File: src/dma_defs.svh
// Constants shared by the four-channel transfer controller files.
`ifndef DMA_DEFS_SVH
`define DMA_DEFS_SVH

// ------------------------------------------------------------
// Widths and counts
// ------------------------------------------------------------
`define DMA_ADDR_W 24
`define DMA_DATA_W 16
`define DMA_CNT_W 14
`define DMA_PAD_W 16
`define DMA_SEL_W 8
`define DMA_NUM_CH 4
`define DMA_NUM_IRQ 256

// ------------------------------------------------------------
// Addressing and operating mode encodings
// ------------------------------------------------------------
`define AM_POST_INC 2'h0
`define AM_NO_INC 2'h1
`define AM_PERIPH 2'h2
`define MODE_ONE_SHOT 1'h1
`define MODE_PING_PONG 1'h1
`define STEP_BYTE 24'h000001
`define STEP_WORD 24'h000002

// ------------------------------------------------------------
// Request source select codes
// ------------------------------------------------------------
`define SEL_EXT_IRQ0 8'h00
`define SEL_CAP1 8'h01
`define SEL_CMP1 8'h02
`define SEL_CAP2 8'h05
`define SEL_CMP2 8'h06
`define SEL_TIMER_TWO 8'h07
`define SEL_TMR3 8'h08
`define SEL_SPI1 8'h0A
`define SEL_UART1_RX 8'h0B
`define SEL_UART1_TX 8'h0C
`define SEL_CONV 8'h0D
`define SEL_CMP3 8'h19
`define SEL_CMP4 8'h1A
`define SEL_TMR4 8'h1B
`define SEL_TIMER_FIVE 8'h1C
`define SEL_UART2_RX 8'h1E
`define SEL_UART2_TX 8'h1F
`define SEL_SPI2 8'h21
`define SEL_CAN_RX 8'h22
`define SEL_CAP3 8'h25
`define SEL_CAP4 8'h26
`define SEL_CAN_TX 8'h46

// ------------------------------------------------------------
// Peripheral data register addresses
// ------------------------------------------------------------
`define ADR_CAP1 16'h0144
`define ADR_CAP2 16'h014C
`define ADR_CAP3 16'h0154
`define ADR_CAP4 16'h015C
`define ADR_CMP1_PRI 16'h0906
`define ADR_CMP2_PRI 16'h0910
`define ADR_CMP2_SEC 16'h090E
`define ADR_CMP3_PRI 16'h091A
`define ADR_CMP4_PRI 16'h0924
`define ADR_SPI1 16'h0248
`define ADR_SPI2 16'h0268
`define ADR_UART1_RX 16'h0226
`define ADR_UART1_TX 16'h0224
`define ADR_UART2_RX 16'h0236
`define ADR_UART2_TX 16'h0234
`define ADR_CAN_RX 16'h0440
`define ADR_CAN_TX 16'h0442
`define ADR_CONV 16'h0300

`endif

File: src/dma_pkg.sv
// Types shared by the four-channel transfer controller files.
`default_nettype none
`include "dma_defs.svh"

package dma_pkg;

  // Per-channel configuration, written by software.
  typedef struct packed {
    logic                   enable;
    logic                   size_byte;
    logic                   dir_ram_to_per;
    logic                   half;
    logic [1:0]             addressing_mode_select;
    logic [1:0]             mode;
    logic [`DMA_SEL_W-1:0]  request_source_select;
    logic [`DMA_ADDR_W-1:0] start_a;
    logic [`DMA_ADDR_W-1:0] start_b;
    logic [`DMA_PAD_W-1:0]  channel_peripheral_address;
    logic [`DMA_CNT_W-1:0]  count;
  } chan_cfg_type;

  // One request towards the data memory bus arbiter.
  typedef struct packed {
    logic                   req;
    logic                   we;
    logic                   size_byte;
    logic [`DMA_ADDR_W-1:0] addr;
    logic [`DMA_DATA_W-1:0] wdata;
  } mem_cmd_type;

  // What a request source offers as peripheral data register.
  typedef struct packed {
    logic                  rd_ok;
    logic                  wr_ok;
    logic [`DMA_PAD_W-1:0] addr;
  } periph_entry_type;

  // Running state of one channel.
  typedef struct packed {
    logic                   pending;
    logic                   force_on;
    logic                   halted;
    logic                   use_b;
    logic                   cfg_err;
    logic                   irq;
    logic [`DMA_ADDR_W-1:0] addr;
    logic [`DMA_CNT_W:0]    done_cnt;
  } chan_st_type;

  typedef enum logic [1:0] {
    ST_IDLE, ST_RD, ST_RWAIT, ST_WR
  } fsm_type;

endpackage
`default_nettype wire

File: src/dma_buffer.sv
// Two-entry buffer between the read and the write half of a transfer.
`timescale 1ns/100ps
`default_nettype none
`include "dma_defs.svh"

module dma_buffer #(
  parameter int WIDTH = `DMA_DATA_W
) (
  // Clock and reset.
  input  wire logic             core_clk,
  input  wire logic             rst,
  // Filling side.
  input  wire logic             in_valid,
  output logic                  in_ready,
  input  wire logic [WIDTH-1:0] in_data,
  // Draining side.
  output logic                  out_valid,
  input  wire logic             out_ready,
  output logic [WIDTH-1:0]      out_data
);

  typedef struct packed {
    logic [1:0]       cnt;
    logic [WIDTH-1:0] head;
    logic [WIDTH-1:0] tail;
  } buf_type;

  buf_type q;
  buf_type d;
  logic    push;
  logic    pop;

  if (WIDTH < 1) begin : g_chk
    $error("Buffer width must be at least one.");
  end

  // Head is always the oldest word, so read data come from a register.
  assign in_ready  = (q.cnt != 2'h2);
  assign out_valid = (q.cnt != 2'h0);
  assign out_data  = q.head;
  assign push      = in_valid & in_ready;
  assign pop       = out_valid & out_ready;

  // Next state of the two entries.
  always_comb begin
    d = q;
    case (q.cnt)
      2'h0: begin
        if (push) begin
          d.head = in_data;
          d.cnt  = 2'h1;
        end
      end
      2'h1: begin
        if (push && pop) begin
          d.head = in_data;
        end else if (push) begin
          d.tail = in_data;
          d.cnt  = 2'h2;
        end else if (pop) begin
          d.cnt = 2'h0;
        end
      end
      2'h2: begin
        if (pop) begin
          d.head = q.tail;
          d.cnt  = 2'h1;
        end
      end
      default: d.cnt = 2'h0;
    endcase
  end

  // State register.
  always_ff @(posedge core_clk or posedge rst) begin
    if (rst) begin
      q <= '0;
    end else begin
      q <= d;
    end
  end

endmodule
`default_nettype wire

File: src/dma_controller.sv
// Four-channel direct memory transfer controller, top level.
// ------------------------------------------------------------
// Summary of operation
// - Four independent channels, each serving its own selected peripheral.
// - Moves data between peripheral registers and any data space address.
// - All accesses pass a shared arbiter; grant may stall us.
// - Each channel moves one way; read and write need two channels.
// - Lowest channel number wins when several hold requests.
// - Channel raises an interrupt after moving a block.
// - Interrupt fires at half block or at full block, selectable.
// - Byte or word transfers per channel.
// - Post-increment, no-increment or peripheral-supplied RAM address.
// - Transfer starts by software force or peripheral request.
// - One-shot stops after a block (ping-pong one-shot after the B block); continuous restarts.
// - Ping-pong swaps start addresses A and B per block.
// - Any source selectable; timers trigger but have no data register.
// - Code zero selects external request zero, without data address.
// - Capture sources read buffers 0x0144 to 0x015C, step eight.
// - Compare sources are write only; unit two at 0x0910/0x090E.
// - Serial port done reads and writes one buffer address.
// - UART receive reads, transmit writes their data registers.
// - CAN receive code 00100010 reads address 0x0440.
// - CAN transmit code 01000110 writes address 0x0442.
// - Converter done code 00001101 reads from 0x0300.
// - Size bit set means byte, clear means word.
// - Direction set: RAM to peripheral; clear: peripheral to RAM.
// - Force is set only; cleared on completion or disable.
// - Mode 00 continuous, 01 one-shot, 10/11 same with ping-pong.
// ------------------------------------------------------------
`timescale 1ns/100ps
`default_nettype none
`include "dma_defs.svh"

module dma_controller
  import dma_pkg::*;
#(
  parameter int NUM_CH  = `DMA_NUM_CH,
  parameter int NUM_IRQ = `DMA_NUM_IRQ
) (
  // Clock and reset.
  input  wire logic                         core_clk,
  input  wire logic                         rst,
  // Channel configuration and software force pulses.
  input  wire chan_cfg_type [NUM_CH-1:0]    chan_cfg,
  input  wire logic [NUM_CH-1:0]            force_set,
  // Interrupt source lines and peripheral supplied addresses.
  input  wire logic [NUM_IRQ-1:0]           irq_lines,
  input  wire logic [NUM_CH-1:0][`DMA_ADDR_W-1:0] periph_addr,
  // Data memory bus arbiter port.
  output mem_cmd_type                       mem_cmd,
  input  wire logic                         mem_gnt,
  input  wire logic                         mem_rvalid,
  input  wire logic [`DMA_DATA_W-1:0]       mem_rdata,
  // Channel status.
  output logic [NUM_CH-1:0]                 block_irq,
  output logic [NUM_CH-1:0]                 force_active,
  output logic [NUM_CH-1:0]                 req_pending,
  output logic [NUM_CH-1:0]                 cfg_error,
  output logic [NUM_CH-1:0]                 buffer_b_active,
  output logic [((NUM_CH > 1) ? $clog2(NUM_CH) : 1)-1:0] active_channel
);

  localparam int CH_W = (NUM_CH > 1) ? $clog2(NUM_CH) : 1;
  localparam int EXT_W = `DMA_ADDR_W - `DMA_PAD_W;

  typedef struct packed {
    fsm_type                fsm;
    logic [CH_W-1:0]        ch;
    logic [`DMA_ADDR_W-1:0] dst;
    mem_cmd_type            cmd;
    chan_st_type [NUM_CH-1:0] chs;
  } ctl_type;

  ctl_type                            q;
  ctl_type                            d;
  periph_entry_type [NUM_CH-1:0]      lk;
  logic [NUM_CH-1:0]                  err;
  logic [NUM_CH-1:0]                  elig;
  logic [NUM_CH-1:0][`DMA_PAD_W-1:0]  pad_eff;
  logic [CH_W:0]                      pk;
  logic                               xfer_done;
  logic                               buf_in_valid;
  logic                               buf_in_ready;
  logic                               buf_out_valid;
  logic                               buf_out_ready;
  logic [`DMA_DATA_W-1:0]             buf_out_data;

  // ------------------------------------------------------------
  // Elaboration checks
  // ------------------------------------------------------------
  if (NUM_CH < 1 || NUM_CH > 8) begin : g_chk_ch
    $error("Channel count must lie between one and eight.");
  end
  if (NUM_IRQ != (1 << `DMA_SEL_W)) begin : g_chk_irq
    $error("Source line count must match the select width.");
  end

  // ------------------------------------------------------------
  // Decoding functions
  // ------------------------------------------------------------

  // Data register and legal direction of each request source.
  function automatic periph_entry_type
      periph_lookup(input logic [`DMA_SEL_W-1:0] sel);
    periph_entry_type t;
    t = '0;
    case (sel)
      `SEL_EXT_IRQ0: t = '0;
      `SEL_TIMER_TWO, `SEL_TMR3, `SEL_TMR4, `SEL_TIMER_FIVE: t = '0;
      `SEL_CAP1: t = {2'h2, `ADR_CAP1};
      `SEL_CAP2: t = {2'h2, `ADR_CAP2};
      `SEL_CAP3: t = {2'h2, `ADR_CAP3};
      `SEL_CAP4: t = {2'h2, `ADR_CAP4};
      `SEL_CMP1: t = {2'h1, `ADR_CMP1_PRI};
      `SEL_CMP2: t = {2'h1, `ADR_CMP2_PRI};
      `SEL_CMP3: t = {2'h1, `ADR_CMP3_PRI};
      `SEL_CMP4: t = {2'h1, `ADR_CMP4_PRI};
      `SEL_SPI1: t = {2'h3, `ADR_SPI1};
      `SEL_SPI2: t = {2'h3, `ADR_SPI2};
      `SEL_UART1_RX: t = {2'h2, `ADR_UART1_RX};
      `SEL_UART1_TX: t = {2'h1, `ADR_UART1_TX};
      `SEL_UART2_RX: t = {2'h2, `ADR_UART2_RX};
      `SEL_UART2_TX: t = {2'h1, `ADR_UART2_TX};
      `SEL_CAN_RX: t = {2'h2, `ADR_CAN_RX};
      `SEL_CAN_TX: t = {2'h1, `ADR_CAN_TX};
      `SEL_CONV: t = {2'h2, `ADR_CONV};
      default: t = '0;
    endcase
    return t;
  endfunction

  // Lowest numbered set bit, with a found flag on top.
  function automatic logic [CH_W:0]
      pick_first(input logic [NUM_CH-1:0] v);
    logic [CH_W:0] r;
    r = '0;
    for (int i = NUM_CH - 1; i >= 0; i--) begin
      if (v[i]) begin
        r = {1'b1, CH_W'(i)};
      end
    end
    return r;
  endfunction

  // ------------------------------------------------------------
  // Per-channel decoding and status outputs
  // ------------------------------------------------------------
  for (genvar c = 0; c < NUM_CH; c++) begin : g_ch
    assign lk[c] = periph_lookup(chan_cfg[c].request_source_select);
    // A source with a data register refuses the wrong direction.
    assign err[c] = (lk[c].rd_ok | lk[c].wr_ok) &
                    (chan_cfg[c].dir_ram_to_per ? ~lk[c].wr_ok
                                                : ~lk[c].rd_ok);
    // A zero address field falls back to the source's own register.
    assign pad_eff[c] =
      (chan_cfg[c].channel_peripheral_address != '0) ?
      chan_cfg[c].channel_peripheral_address : lk[c].addr;
    assign elig[c] = chan_cfg[c].enable & ~q.chs[c].halted &
                     (q.chs[c].pending | q.chs[c].force_on) &
                     ~err[c];
    assign block_irq[c]       = q.chs[c].irq;
    assign force_active[c]    = q.chs[c].force_on;
    assign req_pending[c]     = q.chs[c].pending;
    assign cfg_error[c]       = q.chs[c].cfg_err;
    assign buffer_b_active[c] = q.chs[c].use_b;
  end

  assign pk             = pick_first(elig);
  assign xfer_done      = (q.fsm == ST_WR) & q.cmd.req & mem_gnt;
  assign buf_in_valid   = (q.fsm == ST_RWAIT) & mem_rvalid;
  assign buf_out_ready  = xfer_done;
  assign mem_cmd        = q.cmd;
  assign active_channel = q.ch;

  // ------------------------------------------------------------
  // Read data buffer
  // ------------------------------------------------------------
  dma_buffer #(
    .WIDTH (`DMA_DATA_W)
  ) u_buf (
    .core_clk  (core_clk),
    .rst       (rst),
    .in_valid  (buf_in_valid),
    .in_ready  (buf_in_ready),
    .in_data   (mem_rdata),
    .out_valid (buf_out_valid),
    .out_ready (buf_out_ready),
    .out_data  (buf_out_data)
  );

  // ------------------------------------------------------------
  // Next state: transfer sequencer and channel bookkeeping
  // ------------------------------------------------------------
  always_comb begin
    logic [`DMA_ADDR_W-1:0] ram;
    logic [`DMA_ADDR_W-1:0] per;
    logic [`DMA_CNT_W:0]    len;
    logic [`DMA_CNT_W:0]    nxt;
    ram = '0;
    per = '0;
    len = '0;
    nxt = '0;
    d   = q;
    case (q.fsm)
      // A new element starts only while the buffer can take it.
      ST_IDLE: begin
        if (pk[CH_W] && buf_in_ready) begin
          d.ch = pk[CH_W-1:0];
          if (chan_cfg[d.ch].addressing_mode_select == `AM_PERIPH) begin
            ram = periph_addr[d.ch];
          end else begin
            ram = q.chs[d.ch].addr;
          end
          per = {{EXT_W{1'b0}}, pad_eff[d.ch]};
          d.cmd.req       = 1'b1;
          d.cmd.we        = 1'b0;
          d.cmd.size_byte = chan_cfg[d.ch].size_byte;
          d.cmd.wdata     = '0;
          if (chan_cfg[d.ch].dir_ram_to_per) begin
            d.cmd.addr = ram;
            d.dst      = per;
          end else begin
            d.cmd.addr = per;
            d.dst      = ram;
          end
          d.fsm = ST_RD;
        end
      end
      // Hold the read until the arbiter grants it.
      ST_RD: begin
        if (mem_gnt) begin
          d.cmd.req = 1'b0;
          d.fsm     = ST_RWAIT;
        end
      end
      ST_RWAIT: begin
        if (mem_rvalid) begin
          d.fsm = ST_WR;
        end
      end
      // Issue the write from the buffer head, held until granted.
      ST_WR: begin
        if (!q.cmd.req) begin
          if (buf_out_valid) begin
            d.cmd.req   = 1'b1;
            d.cmd.we    = 1'b1;
            d.cmd.addr  = q.dst;
            d.cmd.wdata = buf_out_data;
          end
        end else if (mem_gnt) begin
          d.cmd.req = 1'b0;
          d.fsm     = ST_IDLE;
        end
      end
      default: d.fsm = ST_IDLE;
    endcase

    for (int c = 0; c < NUM_CH; c++) begin
      d.chs[c].irq     = 1'b0;
      d.chs[c].cfg_err = err[c];
      len = {1'b0, chan_cfg[c].count} + {{`DMA_CNT_W{1'b0}}, 1'b1};
      nxt = q.chs[c].done_cnt + {{`DMA_CNT_W{1'b0}}, 1'b1};
      // Completion retires the request and advances the channel.
      if (xfer_done && q.ch == CH_W'(c)) begin
        d.chs[c].pending  = 1'b0;
        d.chs[c].force_on = 1'b0;
        if (chan_cfg[c].addressing_mode_select == `AM_POST_INC) begin
          d.chs[c].addr = q.chs[c].addr +
            (chan_cfg[c].size_byte ? `STEP_BYTE : `STEP_WORD);
        end
        if (chan_cfg[c].half && nxt == {1'b0, len[`DMA_CNT_W:1]}) begin
          d.chs[c].irq = 1'b1;
        end
        if (nxt == len) begin
          d.chs[c].irq      = ~chan_cfg[c].half;
          d.chs[c].done_cnt = '0;
          if (chan_cfg[c].mode[1] == `MODE_PING_PONG) begin
            d.chs[c].use_b = ~q.chs[c].use_b;
          end
          d.chs[c].addr = d.chs[c].use_b ? chan_cfg[c].start_b
                                         : chan_cfg[c].start_a;
          // One-shot ping-pong stops after the B block.
          if (chan_cfg[c].mode[0] == `MODE_ONE_SHOT &&
              (chan_cfg[c].mode[1] != `MODE_PING_PONG ||
               q.chs[c].use_b)) begin
            d.chs[c].halted = 1'b1;
          end
        end else begin
          d.chs[c].done_cnt = nxt;
        end
      end
      // New events win over the completion clear.
      if (irq_lines[chan_cfg[c].request_source_select]) begin
        d.chs[c].pending = 1'b1;
      end
      if (force_set[c]) begin
        d.chs[c].force_on = 1'b1;
      end
      // A disabled channel forgets everything and rearms at A.
      if (!chan_cfg[c].enable) begin
        d.chs[c].pending  = 1'b0;
        d.chs[c].force_on = 1'b0;
        d.chs[c].halted   = 1'b0;
        d.chs[c].use_b    = 1'b0;
        d.chs[c].done_cnt = '0;
        d.chs[c].addr     = chan_cfg[c].start_a;
      end
    end
  end

  // State register.
  always_ff @(posedge core_clk or posedge rst) begin
    if (rst) begin
      q <= '0;
    end else begin
      q <= d;
    end
  end

  logic [NUM_CH-1:0] lower;
  assign lower = (NUM_CH'(1) << q.ch) - NUM_CH'(1);

  for (genvar c = 0; c < NUM_CH; c++) begin : g_chk

  end
endmodule
`default_nettype wire

File: config.mk
export PLATFORM = sky130hd
export DESIGN_NAME = dma_controller
export DESIGN_NICKNAME = d
export VERILOG_FILES = /design/src/dma_pkg.sv /design/src/dma_buffer.sv /design/src/dma_controller.sv
export VERILOG_INCLUDE_DIRS = /design/src
export SDC_FILE = /design/constraint.sdc
export NUM_CORES = 2
export LEC_CHECK = 0
export BUFFER_PORTS_ARGS = -buffer_cell sky130_fd_sc_hd__buf_2
export CAP_MARGIN = 5
export CORE_AREA = 2 2 320 322
export CTS_BUF_LIST = sky130_fd_sc_hd__clkbuf_8 sky130_fd_sc_hd__clkbuf_16
export DETAILED_ROUTE_END_ITERATION = 8
export DIE_AREA = 0 0 322 324
export PLACE_DENSITY_LB_ADDON = 0.25
export RECOVER_POWER = 100
export SETUP_SLACK_MARGIN = 0.3
export SLEW_MARGIN = 20
export SYNTH_ARGS = -nofsm -noshare
export SYNTH_HDL_FRONTEND = slang
export SYNTH_SLANG_ARGS = --single-unit
File: constraint.sdc
create_clock -name core_clk -period 13.5 [get_ports core_clk]
set_clock_uncertainty 0.1 [all_clocks]
set_input_delay 2.025 -clock core_clk [delete_from_list [all_inputs] [get_ports core_clk]]
set_output_delay 2.025 -clock core_clk [all_outputs]
set_load 0.03 [all_outputs]
==> impl_metrics.env <==
export IMPL_tritoncts="done"
export IMPL_syn_cell_area_um2=32400
export IMPL_netlist_top_cells_area="mux4_2 (24%), dfrtp_1 (22%), nand2_1 (4.2%)"
export IMPL_grt_max_degree=99
export IMPL_status="finished, violations left"
export IMPL_timing_fmax_ghz=0.105
export IMPL_nets=4880
export IMPL_critPathLaunch="chan_cfg[360]"
export IMPL_cts_resized=0
export IMPL_ioPinCount=817
export IMPL_core_um2=101000
export IMPL_hpwlAfterDp_um=130000
export IMPL_power_density_nw_per_um2=106
export IMPL_num_rows=117
export IMPL_ir_drop_mv=0.0832
export IMPL_clockBufferDepth=3
export IMPL_detail_route_antenna_nets=0
export IMPL_syn_inst=3550
export IMPL_cts_setup_buffers=0
export IMPL_violations="capacitance limit, slew limit"
export IMPL_grt_overflow_total=0
export IMPL_routedWlPerCell_um=29.8
export IMPL_setup_violations=0
export IMPL_synth_warnings=0
export IMPL_clk_pin_slew_ns=0.06
export IMPL_grt_usage=0.303
export IMPL_synth_enable_flop_cells=0
export IMPL_drc=0
export IMPL_fin_crit_sh=0.702
export IMPL_clockRootBuffer="clkbuf_16"
export IMPL_worstSetupEndpoint="mem_cmd[39]"
export IMPL_grt_pass1_vias=32400
export IMPL_synth_cell_type_count=107
export IMPL_synth_common_cells="nand2_1 (364), mux4_2 (340), dfrtp_1 (285)"
export IMPL_syn_nets=4331
export IMPL_seq_area_frac_synth=0.220
export IMPL_io_buffer_count=816
export IMPL_drt_iter0_markers=3736
export IMPL_synth_seq_cells=285
export IMPL_worst_setup_path_start_kind="input pin"
export IMPL_maxSlewHeadroom=-2.20
export IMPL_synth_area_leader_cell="mux4_2"
export IMPL_crit_arrival_ns=9.84
export IMPL_worstReg2RegEnd="q[16]"
export IMPL_ff2ff_path_depth=12
export IMPL_max_cap_violations=18
export IMPL_numCtsBuffers=39
export IMPL_ys_flop_type="dfrtp_1"
export IMPL_rsz0062_at_grt="no"
export IMPL_worstSetupPathType="input pin to register"
export IMPL_grt_pass1_wl_um=231000
export IMPL_syn_avg_cell_area_um2=9.13
export IMPL_p_total_w=0.00405
export IMPL_h_tree_depth=2
export IMPL_gp_congestion=0.950
export IMPL_async_flop_share=1.00
export IMPL_fp_dieArea_um2=104000
export IMPL_start_util=0.321
export IMPL_ctsHoldBuffers=0
export IMPL_yosysTopAreaCellShare=0.236
export IMPL_fin_setup_tns_ns=0
export IMPL_viasPerCell=6.19
export IMPL_clock_sinks=285
export IMPL_wl_um=163000
export IMPL_drt_pre_antenna_iters=6
export IMPL_antenna_found_initial=86
export IMPL_cp_required_ns=13.86
export IMPL_cp_end_kind="register"
export IMPL_hold_viol_final=0
export IMPL_regToRegSetupSlack_ns=5.98
export IMPL_drv_slew=805
export IMPL_clk_latency_ns=0.59
export IMPL_worstPathMaxFanout=43
export IMPL_fin_crit_ns=9.48
export IMPL_vias=34000
export IMPL_die_h_um=324
export IMPL_rr_startpoint="q[5]"
export IMPL_layout_drive_gt1_share=0.304
export IMPL_die_w_um=322
export IMPL_min_path_type="register to register"
export IMPL_worstMarginPinSlew_ns=4.78
export IMPL_yosysMostFrequentCell="nand2_1"
export IMPL_synthToLayoutAreaGrowth_pct=17.7
export IMPL_leakage_nw=15.0
## power by group
part,internal (W),leakage [nW],switching [W]
sequential,0.00103,3.68,0.000180
combinational,0.000635,10.7,0.00107
clock,0.000682,0.691,0.000450
## critical path, cell delays in order
cell and delay [ns]:
buf_4 0.51, clkbuf_1 2.54, nand3b_1 0.27, a21oi_1 0.33, a311oi_1 0.10, nand2b_1 0.22, o221a_1 0.34, o41a_1 0.53
nor2b_1 0.44, a21o_1 0.60, clkbuf_1 1.29, nor2_4 0.20, a221o_1 0.40
## routing by layer
layer,track usage,vias to the layer above,routed length [um]
met5,0,-,223
met4,0.120,36,6890
met3,0.0690,334,15700
met2,0.483,1932,75300
met1,0.399,16900,65300
li1,-,14800,-
## cell families after synthesis
kind of cell / after synthesis / synth area share
AO/OA/AOI/OAI: 867 / 0.177
XOR/XNOR: 252 / 0.0694
adder cells (fa/ha/maj): 29 / 0.0121
buffers and inverters: 417 / 0.0600
flip-flops: 285 / 0.220
multiplexers: 425 / 0.264
AND/OR/NAND/NOR: 1275 / 0.198
## per-stage QoR
step                worst slack, ns  hold WS, ns  area [um^2]   util  cells
global route                   3.42        0.393        38100  0.377   5471
detailed placement             6.28        0.358        36900  0.365   5367
CTS                            6.89        0.372        38200  0.379   5435
global placement               6.27        0.348        36900  0.365   5367
floorplan                      3.51        0.340        32400      -   3550
finish                         4.02        0.373        38100  0.378   5489
## final cells by class
| type | count | area [um^2] |
|---|---|---|
| clock buffer | 46 | 1070 |
| inverter | 62 | 234 |
| tap | 1309 | 1640 |
| sequential | 285 | 7130 |
| antenna | 54 | 135 |
| fill | 10600 | 62900 |
| multi-input combinational | 2848 | 23300 |
| timing repair buffer | 863 | 4300 |
| clock inverter | 22 | 298 |
## worst min-delay path by stage
stage / start / slack (ns) / end / cells past startpoint
global route: mem_cmd[4] / 0.39 / mem_cmd[4] / 2
global placement: mem_cmd[2] / 0.35 / mem_cmd[2] / 2
detailed placement: mem_cmd[9] / 0.36 / mem_cmd[9] / 2
CTS: mem_cmd[2] / 0.37 / mem_cmd[2] / 2
finish: mem_cmd[4] / 0.37 / mem_cmd[4] / 2
floorplan: mem_cmd[0] / 0.34 / mem_cmd[0] / 2
## registers in the layout, summed over array words and instances (netlist names)
name	flops
active_channel	2
block_irq	4
buffer_b_active	4
cfg_error	4
force_active	4
mem_cmd	43
q	186
req_pending	4
u_buf.out_data	16
u_buf.q	18
## cell usage in the layout (no fill, tap or decap), types with 21 or more instances in the layout
cell type and instances:
a211oi_1 37, a21oi_1 185, a221oi_1 52, a311oi_1 21, a31oi_1 47, and3_1 74
and4_1 21, buf_2 739, buf_4 35, clkbuf_1 89, clkbuf_16 39, dfrtp_1 285
diode_2 54, ha_1 24, inv_1 66, mux2_2 23, mux2i_1 61, mux4_2 340
nand2_1 363, nand2b_1 30, nand3_1 190, nand4_1 41, nor2_1 238, nor2b_1 46
nor3_1 80, nor3b_1 27, nor4_1 48, o211ai_1 52, o21ai_0 223, o22ai_1 52
o31ai_1 23, xnor2_1 129, xor2_1 120
No activity file was read; power rests on OpenSTA's default activity.
